## config.mk

```make
export PLATFORM = sky130hd
export DESIGN_NAME = bcrc_top
export DESIGN_NICKNAME = d
export VERILOG_FILES = /design/src/rtl/bcrc_byte_step.v /design/src/rtl/bcrc_top.v
export VERILOG_INCLUDE_DIRS = /design/src /design/src/rtl
export SDC_FILE = /design/constraint.sdc
export NUM_CORES = 1
export LEC_CHECK = 0
export BUFFER_PORTS_ARGS = -buffer_cell sky130_fd_sc_hd__buf_4
export CAP_MARGIN = 20
export CORE_AREA = 10 10 102 104
export DETAILED_ROUTE_END_ITERATION = 16
export DIE_AREA = 0 0 112 114
export PLACE_DENSITY = 0.75
export RECOVER_POWER = 50
export SYNTH_ARGS = -nofsm -noshare
export SYNTH_HDL_FRONTEND = slang
export SYNTH_SLANG_ARGS = --single-unit
```

## constraint.sdc

```tcl
create_clock -name clock -period 1.95 [get_ports clock]
set_clock_uncertainty 0.15 [all_clocks]
set_input_delay 0.39 -clock clock [delete_from_list [all_inputs] [get_ports clock]]
set_output_delay 0.39 -clock clock [all_outputs]
set_load 0.005 [all_outputs]
```

## src/rtl/bcrc_defines.vh

```
// Purpose: Constants for the byte-serial CRC-16 unit
// Assumes: AXI4-Lite, 32-bit data, one register per aligned word
// Notes:   Offsets are byte addresses
`ifndef BCRC_DEFINES_VH
`define BCRC_DEFINES_VH

// ------------------------------------------------------------
// Register offsets
// ------------------------------------------------------------
`define BCRC_OFF_INPUT    4'h0
`define BCRC_OFF_LOW      4'h4
`define BCRC_OFF_HIGH     4'h8
`define BCRC_OFF_CONTROL  4'hC

// ------------------------------------------------------------
// Fields, reset values and polynomials
// ------------------------------------------------------------
`define BCRC_POLYNOMIAL_SELECT_SEL_BIT 0
`define BCRC_RESET_BYTE   8'h00
`define BCRC_POLYNOMIAL_SELECT_CCITT   16'h1021
`define BCRC_POLYNOMIAL_SELECT_CRC16   16'h8005
`define BCRC_BITS_PER_BYTE 8

// ------------------------------------------------------------
// Bus answers
// ------------------------------------------------------------
`define BCRC_RESP_OKAY    2'b00
`define BCRC_RESP_SLVERR  2'b10

`endif

```

## src/rtl/bcrc_byte_step.v

```verilog
// Purpose: Folds one byte into a 16-bit CRC, fully unrolled
// Assumes: Pure combinational, settles within one clock
// Notes:   MSB-first, zero fed into the LSB
`timescale 1ns/1ps
`default_nettype none
`include "bcrc_defines.vh"

module bcrc_byte_step (
    input  wire [15:0] currentSum,
    input  wire [7:0]  dataByte,
    input  wire        polySelect,
    output wire [15:0] nextSum
);

    wire [15:0] polynomial_select;
    wire [15:0] stage [0:`BCRC_BITS_PER_BYTE];

    // ------------------------------------------------------------
    // Generator choice, only two fixed values
    // ------------------------------------------------------------
    assign polynomial_select = polySelect ? `BCRC_POLYNOMIAL_SELECT_CRC16 : `BCRC_POLYNOMIAL_SELECT_CCITT;

    // Byte into high half, low half kept
    assign stage[0] = {currentSum[15:8] ^ dataByte, currentSum[7:0]};

    genvar i;
    generate
        for (i = 0; i < `BCRC_BITS_PER_BYTE; i = i + 1) begin : gStep
            // Test the bit that leaves, shift, then conditional XOR
            assign stage[i+1] = {stage[i][14:0], 1'b0} ^
                (stage[i][15] ? polynomial_select : 16'h0000);
        end
    endgenerate

    assign nextSum = stage[`BCRC_BITS_PER_BYTE];

endmodule
`default_nettype wire

```

## src/rtl/bcrc_top.v

```verilog
// Purpose: Byte-serial CRC-16 unit behind an AXI4-Lite slave
// Assumes: Single 200 MHz clock, software feeds bytes by register write
// Notes:   Update lands in the same edge that takes the byte write
//
// ------------------------------------------------------------
// ------------------------------------------------------------
//
// Design decisions made here: the address map and the AXI4-Lite register port.
`timescale 1ns/1ps
`default_nettype none
`include "bcrc_defines.vh"

module bcrc_top (
    input  wire        clock,
    input  wire        reset_n,
    // Write address
    input  wire [3:0]  s_axi_awaddr,
    input  wire [2:0]  s_axi_awprot,
    input  wire        s_axi_awvalid,
    output reg         s_axi_awready,
    // Write data
    input  wire [31:0] s_axi_wdata,
    input  wire [3:0]  s_axi_wstrb,
    input  wire        s_axi_wvalid,
    output reg         s_axi_wready,
    // Write response
    output reg  [1:0]  s_axi_bresp,
    output reg         s_axi_bvalid,
    input  wire        s_axi_bready,
    // Read address
    input  wire [3:0]  s_axi_araddr,
    input  wire [2:0]  s_axi_arprot,
    input  wire        s_axi_arvalid,
    output reg         s_axi_arready,
    // Read data
    output reg  [31:0] s_axi_rdata,
    output reg  [1:0]  s_axi_rresp,
    output reg         s_axi_rvalid,
    input  wire        s_axi_rready
);

    // ------------------------------------------------------------
    // Reset release
    // ------------------------------------------------------------
    reg resetSync1;
    reg resetSync2;

    always @(posedge clock or negedge reset_n) begin
        if (!reset_n) begin
            resetSync1 <= 1'b0;
            resetSync2 <= 1'b0;
        end else begin
            resetSync1 <= 1'b1;
            resetSync2 <= resetSync1;
        end
    end

    wire rstn;
    assign rstn = resetSync2;

    // ------------------------------------------------------------
    // Register state
    // ------------------------------------------------------------
    reg  [7:0]  byteInput;
    reg  [7:0]  checksumLow;
    reg  [7:0]  checksumHigh;
    reg         polySelect;
    wire [15:0] foldedSum;

    bcrc_byte_step uStep (
        .currentSum (({checksumHigh, checksumLow})),
        .dataByte   (s_axi_wdata[7:0]),
        .polySelect (polySelect),
        .nextSum    (foldedSum)
    );

    // ------------------------------------------------------------
    // Write channel
    // ------------------------------------------------------------
    // Address and data are latched independently so either may come
    // first; a new write is not taken until the response is gone.
    reg        awHeld;
    reg        wHeld;
    reg [3:0]  awAddr;
    reg [31:0] wData;
    reg [3:0]  wStrb;

    wire awTake;
    wire wTake;
    wire doWrite;
    wire [3:0]  curAddr;
    wire [31:0] curData;
    wire [3:0]  curStrb;

    assign awTake  = s_axi_awvalid && s_axi_awready;
    assign wTake   = s_axi_wvalid && s_axi_wready;
    assign curAddr = awHeld ? awAddr : s_axi_awaddr;
    assign curData = wHeld ? wData : s_axi_wdata;
    assign curStrb = wHeld ? wStrb : s_axi_wstrb;
    assign doWrite = (awHeld || awTake) && (wHeld || wTake) &&
                     !s_axi_bvalid;

    // Fold uses the held data byte when data arrived first
    wire [15:0] foldedHeld;

    bcrc_byte_step uStepHeld (
        .currentSum (({checksumHigh, checksumLow})),
        .dataByte   (wData[7:0]),
        .polySelect (polySelect),
        .nextSum    (foldedHeld)
    );

    wire [15:0] foldedUse;
    assign foldedUse = wHeld ? foldedHeld : foldedSum;

    wire mapped;
    assign mapped = (curAddr[1:0] == 2'b00);

    always @(posedge clock or negedge rstn) begin
        if (!rstn) begin
            s_axi_awready <= 1'b0;
            s_axi_wready  <= 1'b0;
            s_axi_bvalid  <= 1'b0;
            s_axi_bresp   <= `BCRC_RESP_OKAY;
            awHeld        <= 1'b0;
            wHeld         <= 1'b0;
            awAddr        <= 4'h0;
            wData         <= 32'h0000_0000;
            wStrb         <= 4'h0;
        end else begin
            // Both readies stay low while an answer is still waiting
            s_axi_awready <= !awHeld && !awTake && !doWrite &&
                             !s_axi_bvalid;
            s_axi_wready  <= !wHeld && !wTake && !doWrite &&
                             !s_axi_bvalid;
            if (awTake && !doWrite) begin
                awHeld <= 1'b1;
                awAddr <= s_axi_awaddr;
            end
            if (wTake && !doWrite) begin
                wHeld <= 1'b1;
                wData <= s_axi_wdata;
                wStrb <= s_axi_wstrb;
            end
            if (doWrite) begin
                awHeld        <= 1'b0;
                wHeld         <= 1'b0;
                s_axi_awready <= 1'b0;
                s_axi_wready  <= 1'b0;
                s_axi_bvalid  <= 1'b1;
                s_axi_bresp   <= mapped ? `BCRC_RESP_OKAY
                                        : `BCRC_RESP_SLVERR;
            end else if (s_axi_bvalid && s_axi_bready) begin
                s_axi_bvalid  <= 1'b0;
                s_axi_awready <= !awHeld;
                s_axi_wready  <= !wHeld;
            end
        end
    end

    // ------------------------------------------------------------
    // Register writes
    // ------------------------------------------------------------
    always @(posedge clock or negedge rstn) begin
        if (!rstn) begin
            byteInput    <= `BCRC_RESET_BYTE;
            checksumLow  <= `BCRC_RESET_BYTE;
            checksumHigh <= `BCRC_RESET_BYTE;
            polySelect   <= 1'b0;
        end else if (doWrite && curStrb[0]) begin
            case (curAddr)
                `BCRC_OFF_INPUT: begin
                    byteInput    <= curData[7:0];
                    // Result stored on the taking edge
                    checksumHigh <= foldedUse[15:8];
                    checksumLow  <= foldedUse[7:0];
                end
                `BCRC_OFF_LOW: begin
                    checksumLow <= curData[7:0];
                end
                `BCRC_OFF_HIGH: begin
                    checksumHigh <= curData[7:0];
                end
                `BCRC_OFF_CONTROL: begin
                    polySelect <= curData[`BCRC_POLYNOMIAL_SELECT_SEL_BIT];
                end
                default: begin
                    byteInput <= byteInput;
                end
            endcase
        end
    end

    // ------------------------------------------------------------
    // Read channel
    // ------------------------------------------------------------
    reg [31:0] readWord;
    reg        readOk;

    always @* begin
        readWord = 32'h0000_0000;
        readOk   = 1'b1;
        case (s_axi_araddr)
            `BCRC_OFF_INPUT:   readWord = {24'h00_0000, byteInput};
            `BCRC_OFF_LOW:     readWord = {24'h00_0000, checksumLow};
            `BCRC_OFF_HIGH:    readWord = {24'h00_0000, checksumHigh};
            // Upper control bits are not stored at all
            `BCRC_OFF_CONTROL: readWord = {31'h0000_0000, polySelect};
            default:           readOk   = 1'b0;
        endcase
    end

    always @(posedge clock or negedge rstn) begin
        if (!rstn) begin
            s_axi_arready <= 1'b0;
            s_axi_rvalid  <= 1'b0;
            s_axi_rdata   <= 32'h0000_0000;
            s_axi_rresp   <= `BCRC_RESP_OKAY;
        end else begin
            if (s_axi_arvalid && s_axi_arready) begin
                s_axi_arready <= 1'b0;
                s_axi_rvalid  <= 1'b1;
                s_axi_rdata   <= readWord;
                s_axi_rresp   <= readOk ? `BCRC_RESP_OKAY
                                        : `BCRC_RESP_SLVERR;
            end else if (s_axi_rvalid && s_axi_rready) begin
                s_axi_rvalid  <= 1'b0;
                s_axi_arready <= 1'b1;
            end else begin
                s_axi_arready <= !s_axi_rvalid;
            end
        end
    end

endmodule
`default_nettype wire

```

==> key figures, run 1 <==
STA
  – Max Slew Vio Count: 0
  – Final hold viol count: 0
  – Actual slew at the worst max-slew pin: 0.715 ns
  – Max frequency: 368 MHz
  – Setup_tns: -6.21 ns
  – Slew headroom: 0.523
  – Final min period: 2.72 ns
  – Worst setup margin: -0.771 ns
  – Final setup fails: 15
  – Crit share post-route: 1.40
  – RSZ-0062 raised after global routing: true
  – Final hold slack: 0.112 ns

Placed design
  – Post-DP HPWL: 8.66 mm
  – Port Buffers: 38
  – Placed cells: 615
  – Gpl congestion: 0.899

Clocking
  – # clock sinks: 57
  – Skew-Pair Late Insertion Delay: 0.35 ns
  – CTS clk-pin slew, worst paths: 0.08 ns
  – Cts bufs inserted: 9
  – CTS tree: done
  – Htree depth: 3
  – CTS max path bufs: 2
  – CTS root buffer: clkbuf_8

Routing
  – DRT Pass-1 Iters: 4
  – Via count: 3466
  – Drc violations: 0
  – DRT iter0 DRCs: 202
  – Wire per inst: 17.8 um
  – DRT Wirelength: 11.7 mm
  – Number of routed nets with antenna violations: 0
  – Vias per cell: 5.26

Synthesis
  – Most frequent cells after synthesis: 57 x dfrtp_1, 44 x nand2_1, 31 x o21ai_0, 29 x xnor2_1, 28 x nor2_1
  – Cells after Synth: 401
  – EDFF count, synth: 0
  – Fraction of registers with async set/reset: 1.00
  – Yosys warnings: 0
  – Seq/Total Area, Yosys: 0.358
  – Cell taking the most area after synthesis: dfrtp_1
  – Most numerous cell in the Yosys netlist: dfrtp_1
  – Main flop type after synthesis: dfrtp_1
  – Synth Register Bits: 57
  – Mean Syn Cell Area: 9.94 um^2
  – Synth area leaders: dfrtp_1 36%, xnor2_1 6.4%, mux2_2 5.6%
  – Library cells used by synthesis: 53
  – Yosys top cell area share: 0.358
  – Post-Syn Area: 3990 um^2

GRT
  – Initial antenna violation count: 0
  – GRT overflow: 0
  – Total GRT Usage: 0.180
  – First-pass GRT wire length: 18.6 mm
  – Largest net degree at the start of global routing: 38
  – Vias in the first global route: 3668

Critical path
  – Reg2reg setup slack: -0.77 ns
  – WP data required: 2.08 ns
  – CP Data Arrival Time: 2.85 ns
  – Crit path top cell by count: xnor2_1
  – Source of the worst register-to-register timing path: wData[3]$_DFFE_PN0P_
  – Worst reg2reg path endpoint: checksumHigh[7]$_DFFE_PN0P_
  – Crit path buffers/inverters: 0
  – CP Launch Point: wData[3]$_DFFE_PN0P_
  – R2r worst-path depth: 8
  – CP max stage cell: xor3_2
  – Critical path startpoint category: flop
  – Critical path class: reg -> reg
  – Critical path cell sequence: xor2_2, xor3_2, xnor2_2, xnor3_2, xnor2_1, mux4_2, xnor2_1, a21oi_1
  – Crit Path Max Fanout: 2
  – CP endpoint kind: flop
  – Peak per-stage delay on the critical path: 0.50 ns
  – Crit path max-delay family: XOR/XNOR gates

Final layout
  – Layout cells sized above 1: 0.485
  – Area Overhead vs Synth: 44.1%
  – Nets: 603
  – Post-layout util: 0.679
  – N_diodes: 0
  – Non-Filler Instances: 659

Die
  – Site Rows: 34
  – Core Region: 8470 um^2
  – DIE WIDTH: 112 um
  – Die footprint: 12800 um^2
  – Initial Util: 0.471
  – Die Ht: 114 um
  – Ports: 98

Worst hold path
  – Worst Hold End: s_axi_rvalid$_DFFE_PN0P_
  – Tightest Hold Check Type: in -> reg
  – Hold Crit Depth: 2
  – Hold path start: s_axi_rready

Power
  – Leakage: 2.68 nW
  – Power Dens Cells: 2480 nW/um^2
  – Worst VDD drop: 0.00127 V

Status
  – Status: complete, but fails checks
  – Failing checks: negative setup slack

Flow run
  – Max Cap Viol: 0
[final cells by class]
| type | instances | area [um^2] |
|---|---|---|
| Inverter | 5 | 18.8 |
| Fill cell | 637 | 2720 |
| Timing Repair Buffer | 151 | 1250 |
| Multi-Input combinational cell | 322 | 2730 |
| Sequential cell | 57 | 1430 |
| Clock buffer | 9 | 124 |
| Tap cell | 108 | 135 |
| Clock inverter | 7 | 61.3 |
[power by group]
group / total (W) / internal (W) / leakage [nW] / switching [W]
clock network: 0.00108 / 0.000484 / 0.0888 / 0.000591
registers: 0.00204 / 0.00162 / 0.717 / 0.000420
logic: 0.0111 / 0.00631 / 1.87 / 0.00481
[worst max path at each step]
stage / endpoint / depth (start not counted)
after floorplan: checksumHigh[7]$_DFFE_PN0P_ / 8
after global placement: checksumHigh[7]$_DFFE_PN0P_ / 9
after detailed placement: checksumHigh[7]$_DFFE_PN0P_ / 9
after CTS: checksumHigh[7]$_DFFE_PN0P_ / 8
after global routing: checksumHigh[7]$_DFFE_PN0P_ / 8
final: checksumHigh[7]$_DFFE_PN0P_ / 8
[per-stage QoR]
step	instance area [um^2]	setup WS [ns]	total power, W
3_3_place_gp	4960	-0.708	0.0102
6_report	5740	-0.771	0.0142
4_1_cts	5460	-0.745	0.0127
3_5_place_dp	4960	-0.760	0.0103
5_1_grt	5740	-0.918	0.0151
2_1_floorplan	4220	-0.717	0.00765
[flip-flops by register name, indices dropped and copies added (netlist names), 4 cells and up]
signal and count:
wData 8, awAddr 4, checksumLow 8, checksumHigh 8
s_axi_rdata 8, byteInput 8
[placed cells by master, fill, tap and decap left out, drive strengths merged, types with 2 or more instances in the layout]
cell	count
xor2	15
buf	148
dfrtp	57
nor2b	4
a21oi	18
nor3	7
conb	27
a21o	4
a31oi	2
o21ai	32
o211ai	4
nand3	7
a221oi	4
or2	3
or3	4
nor2	29
mux2	20
nand2	45
inv	9
nand2b	5
mux2i	20
a22o	8
clkinvlp	2
xnor2	40
clkbuf	11
xnor3	4
o22ai	2
mux4	4
[repair_timing]
item	4_1_cts	5_1_grt
cloned	0	1
pin swaps	26	30
hold buffers	1	0
resized for setup	46	54
endpoints found under the setup margin	18	24
buffers inserted	17	12
endpoints found under the hold margin	2	0
[cell families (layout without fill, tap and decap cells)]
group                  count (synthesis)  in the layout  synth area share
flip-flops                            57             57             0.358
XOR/XNOR                              60             60             0.178
AND/OR/NAND/NOR                      108            108             0.122
AO/OA/AOI/OAI                         83             83             0.129
other                                  2             27           0.00188
buffers and inverters                 47            172            0.0794
multiplexers                          44             44             0.131
[per-layer routing]
layer	track usage	wire length [um]
met5	0	0
met4	0.0804	386
met3	0.0504	587
met2	0.314	6110
met1	0.199	4620
No activity file was read; power rests on OpenSTA's default activity.
==> run 2: changes to the inputs <==
--- a/config.mk
+++ b/config.mk
@@ -8,10 +8,11 @@
 export LEC_CHECK = 0
 export BUFFER_PORTS_ARGS = -buffer_cell sky130_fd_sc_hd__buf_4
 export CAP_MARGIN = 20
-export CORE_AREA = 10 10 102 104
+export CORE_AREA = 10 10 75 141
 export DETAILED_ROUTE_END_ITERATION = 16
-export DIE_AREA = 0 0 112 114
-export PLACE_DENSITY = 0.75
+export DIE_AREA = 0 0 85 151
+export GPL_TIMING_DRIVEN = 0
+export PLACE_DENSITY = 0.76
 export RECOVER_POWER = 50
 export SYNTH_ARGS = -nofsm -noshare
 export SYNTH_HDL_FRONTEND = slang
==> key figures, run 2 (same netlist as run 1, synthesis figures left out) <==
GRT
  – GRT overflow: 0
  – Vias in the first global route: 3740
  – Initial antenna violation count: 0
  – Largest net degree at the start of global routing: 38
  – First-pass GRT wire length: 19.6 mm
  – Total GRT Usage: 0.196

Status
  – Status: complete, but fails checks
  – Failing checks: negative setup slack

Die
  – Core Region: 8290 um^2
  – Ports: 98
  – Die footprint: 12800 um^2
  – DIE WIDTH: 85 um
  – Initial Util: 0.481
  – Site Rows: 47
  – Die Ht: 151 um

Placed design
  – Post-DP HPWL: 8.65 mm
  – Port Buffers: 37
  – Cell Area, Placed: 4640 um^2
  – Pre-CTS setup slack: -1.11 ns
  – Placed cells: 562
  – Gpl congestion: 0.926

STA
  – Final min period: 2.96 ns
  – Slew headroom: 0.460
  – Worst setup margin: -1.01 ns
  – Final setup fails: 23
  – Max Slew Vio Count: 0
  – Max frequency: 338 MHz
  – Final hold viol count: 0
  – RSZ-0062 raised after global routing: true
  – Crit share post-route: 1.52
  – Actual slew at the worst max-slew pin: 0.810 ns

Power
  – Sw Pwr: 0.00616 W
  – Leakage: 2.72 nW
  – Clock share of power: 0.110
  – Comb pwr share: 0.739
  – Worst VDD drop: 0.00145 V
  – Sw Ratio: 0.422
  – Internal power: 0.00844 W
  – Flop pwr share: 0.150
  – Power Dens Cells: 2450 nW/um^2
  – Design Power: 0.0146 W

Clocking
  – Cts bufs inserted: 9
  – CTS max path bufs: 2
  – CTS clk-pin slew, worst paths: 0.05 ns
  – Skew-Pair Late Insertion Delay: 0.34 ns
  – Htree depth: 3
  – CTS root buffer: clkbuf_16
  – CTS tree: done
  – # clock sinks: 57

Worst hold path
  – Hold path start: s_axi_rready
  – Tightest Hold Check Type: in -> reg

Routing
  – DRT iter0 DRCs: 331
  – DRT Pass-1 Iters: 4
  – Vias per cell: 5.68
  – DRT Wirelength: 13.3 mm
  – Number of routed nets with antenna violations: 0
  – Drc violations: 0
  – Via count: 3605
  – Wire per inst: 20.9 um

Critical path
  – Critical path startpoint category: flop
  – Source of the worst register-to-register timing path: checksumHigh[5]$_DFFE_PN0P_
  – CP endpoint kind: flop
  – CP Data Arrival Time: 3.07 ns
  – Critical path class: reg -> reg
  – WP data required: 2.06 ns
  – CP Launch Point: checksumHigh[5]$_DFFE_PN0P_
  – Crit Path Max Fanout: 7

Final layout
  – Area Overhead vs Synth: 49.7%
  – Nets: 589
  – Layout cells sized above 1: 0.518
  – Non-Filler Instances: 635
  – Most common cell after layout, fill and taps aside: buf_4
  – Final instance area: 5970 um^2
  – N_diodes: 0
  – Most frequent cells in the layout: 103 x buf_4, 49 x dfrtp_1, 31 x nand2_1, 27 x conb_1, 22 x nor2_1
  – Post-layout util: 0.720

Flow run
  – Max Cap Viol: 0
run 2: cell count changes in the layout (fill, tap and decap cells not counted), moves of 5 or more:
cell       change
xnor2_4        +7
buf_8          +6
clkbuf_16      +9
nand2_2        +6
nand2_1        -9
buf_4         -19
mux2i_1        -5
buf_6          -6
xnor2_2        -9
run 2: final timing paths:
| path | to | slack, ns | depth (start not counted) |
|---|---|---|---|
| min in group asynchronous | wData[7]$_DFFE_PN0P_ | 0.18 | 0 |
| min reg2reg | wData[7]$_DFFE_PN0P_ | 0.18 | 0 |
| min | s_axi_rvalid$_DFFE_PN0P_ | 0.15 | 2 |
| max reg2reg | checksumHigh[7]$_DFFE_PN0P_ | -1.01 | 10 |
| max | checksumHigh[7]$_DFFE_PN0P_ | -1.01 | 10 |
| max in group asynchronous | checksumHigh[3]$_DFFE_PN0P_ | 0.36 | 1 |
run 2: layer usage:
layer / global-route usage / up-vias / wire [um]
met4: 0.158 / 0 / 945
li1: - / 1604 / -
met1: 0.180 / 1755 / 4320
met3: 0.0436 / 65 / 896
met5: 0 / - / 0
met2: 0.357 / 181 / 7100
run 2: power groups by stage:
stage	Combinational, W	Sequential (W)	Clock, W
final	0.0108	0.00219	0.00161
after global routing	0.0113	0.00225	0.00167
after global placement	0.00689	0.00207	0
after floorplan	0.00567	0.00198	0
after detailed placement	0.00706	0.00208	0
after CTS	0.00882	0.00212	0.00162
run 2: cell type report:
type / count / area (um^2)
buffer: 39 / 340
clock buffer: 12 / 256
clock inverter: 4 / 51.3
fill: 543 / 2320
inverter: 5 / 23.8
multi-input combinational: 322 / 2930
sequential: 57 / 1440
tap: 98 / 123
timing repair buffer: 98 / 806
run 2: stage by stage:
stage	hold WS, ns	TNS, ns
after detailed placement	0.0239	-12.11
after floorplan	-0.0556	-2.25
after CTS	0.0832	-6.81
final	0.146	-7.98
after global routing	0.163	-9.71
after global placement	0.0224	-42.94
run 2: worst max-delay path, cell delays in order, from the launching register on:
cell     delay (ns)
dfrtp_1        0.38
buf_8          0.15
buf_4          0.15
xnor2_4        0.18
xnor2_2        0.16
xor2_1         0.29
xnor3_2        0.38
xnor2_1        0.16
mux4_2         0.53
xnor2_2        0.17
a21oi_2        0.16
run 2: repair_timing:
action,4_1_cts,5_1_grt
pin swaps,32,31
hold buffers,1,0
resized for setup,75,75
cloned,2,0
endpoints found under the hold margin,2,0
setup endpoints to repair,34,37
buffers inserted,33,24
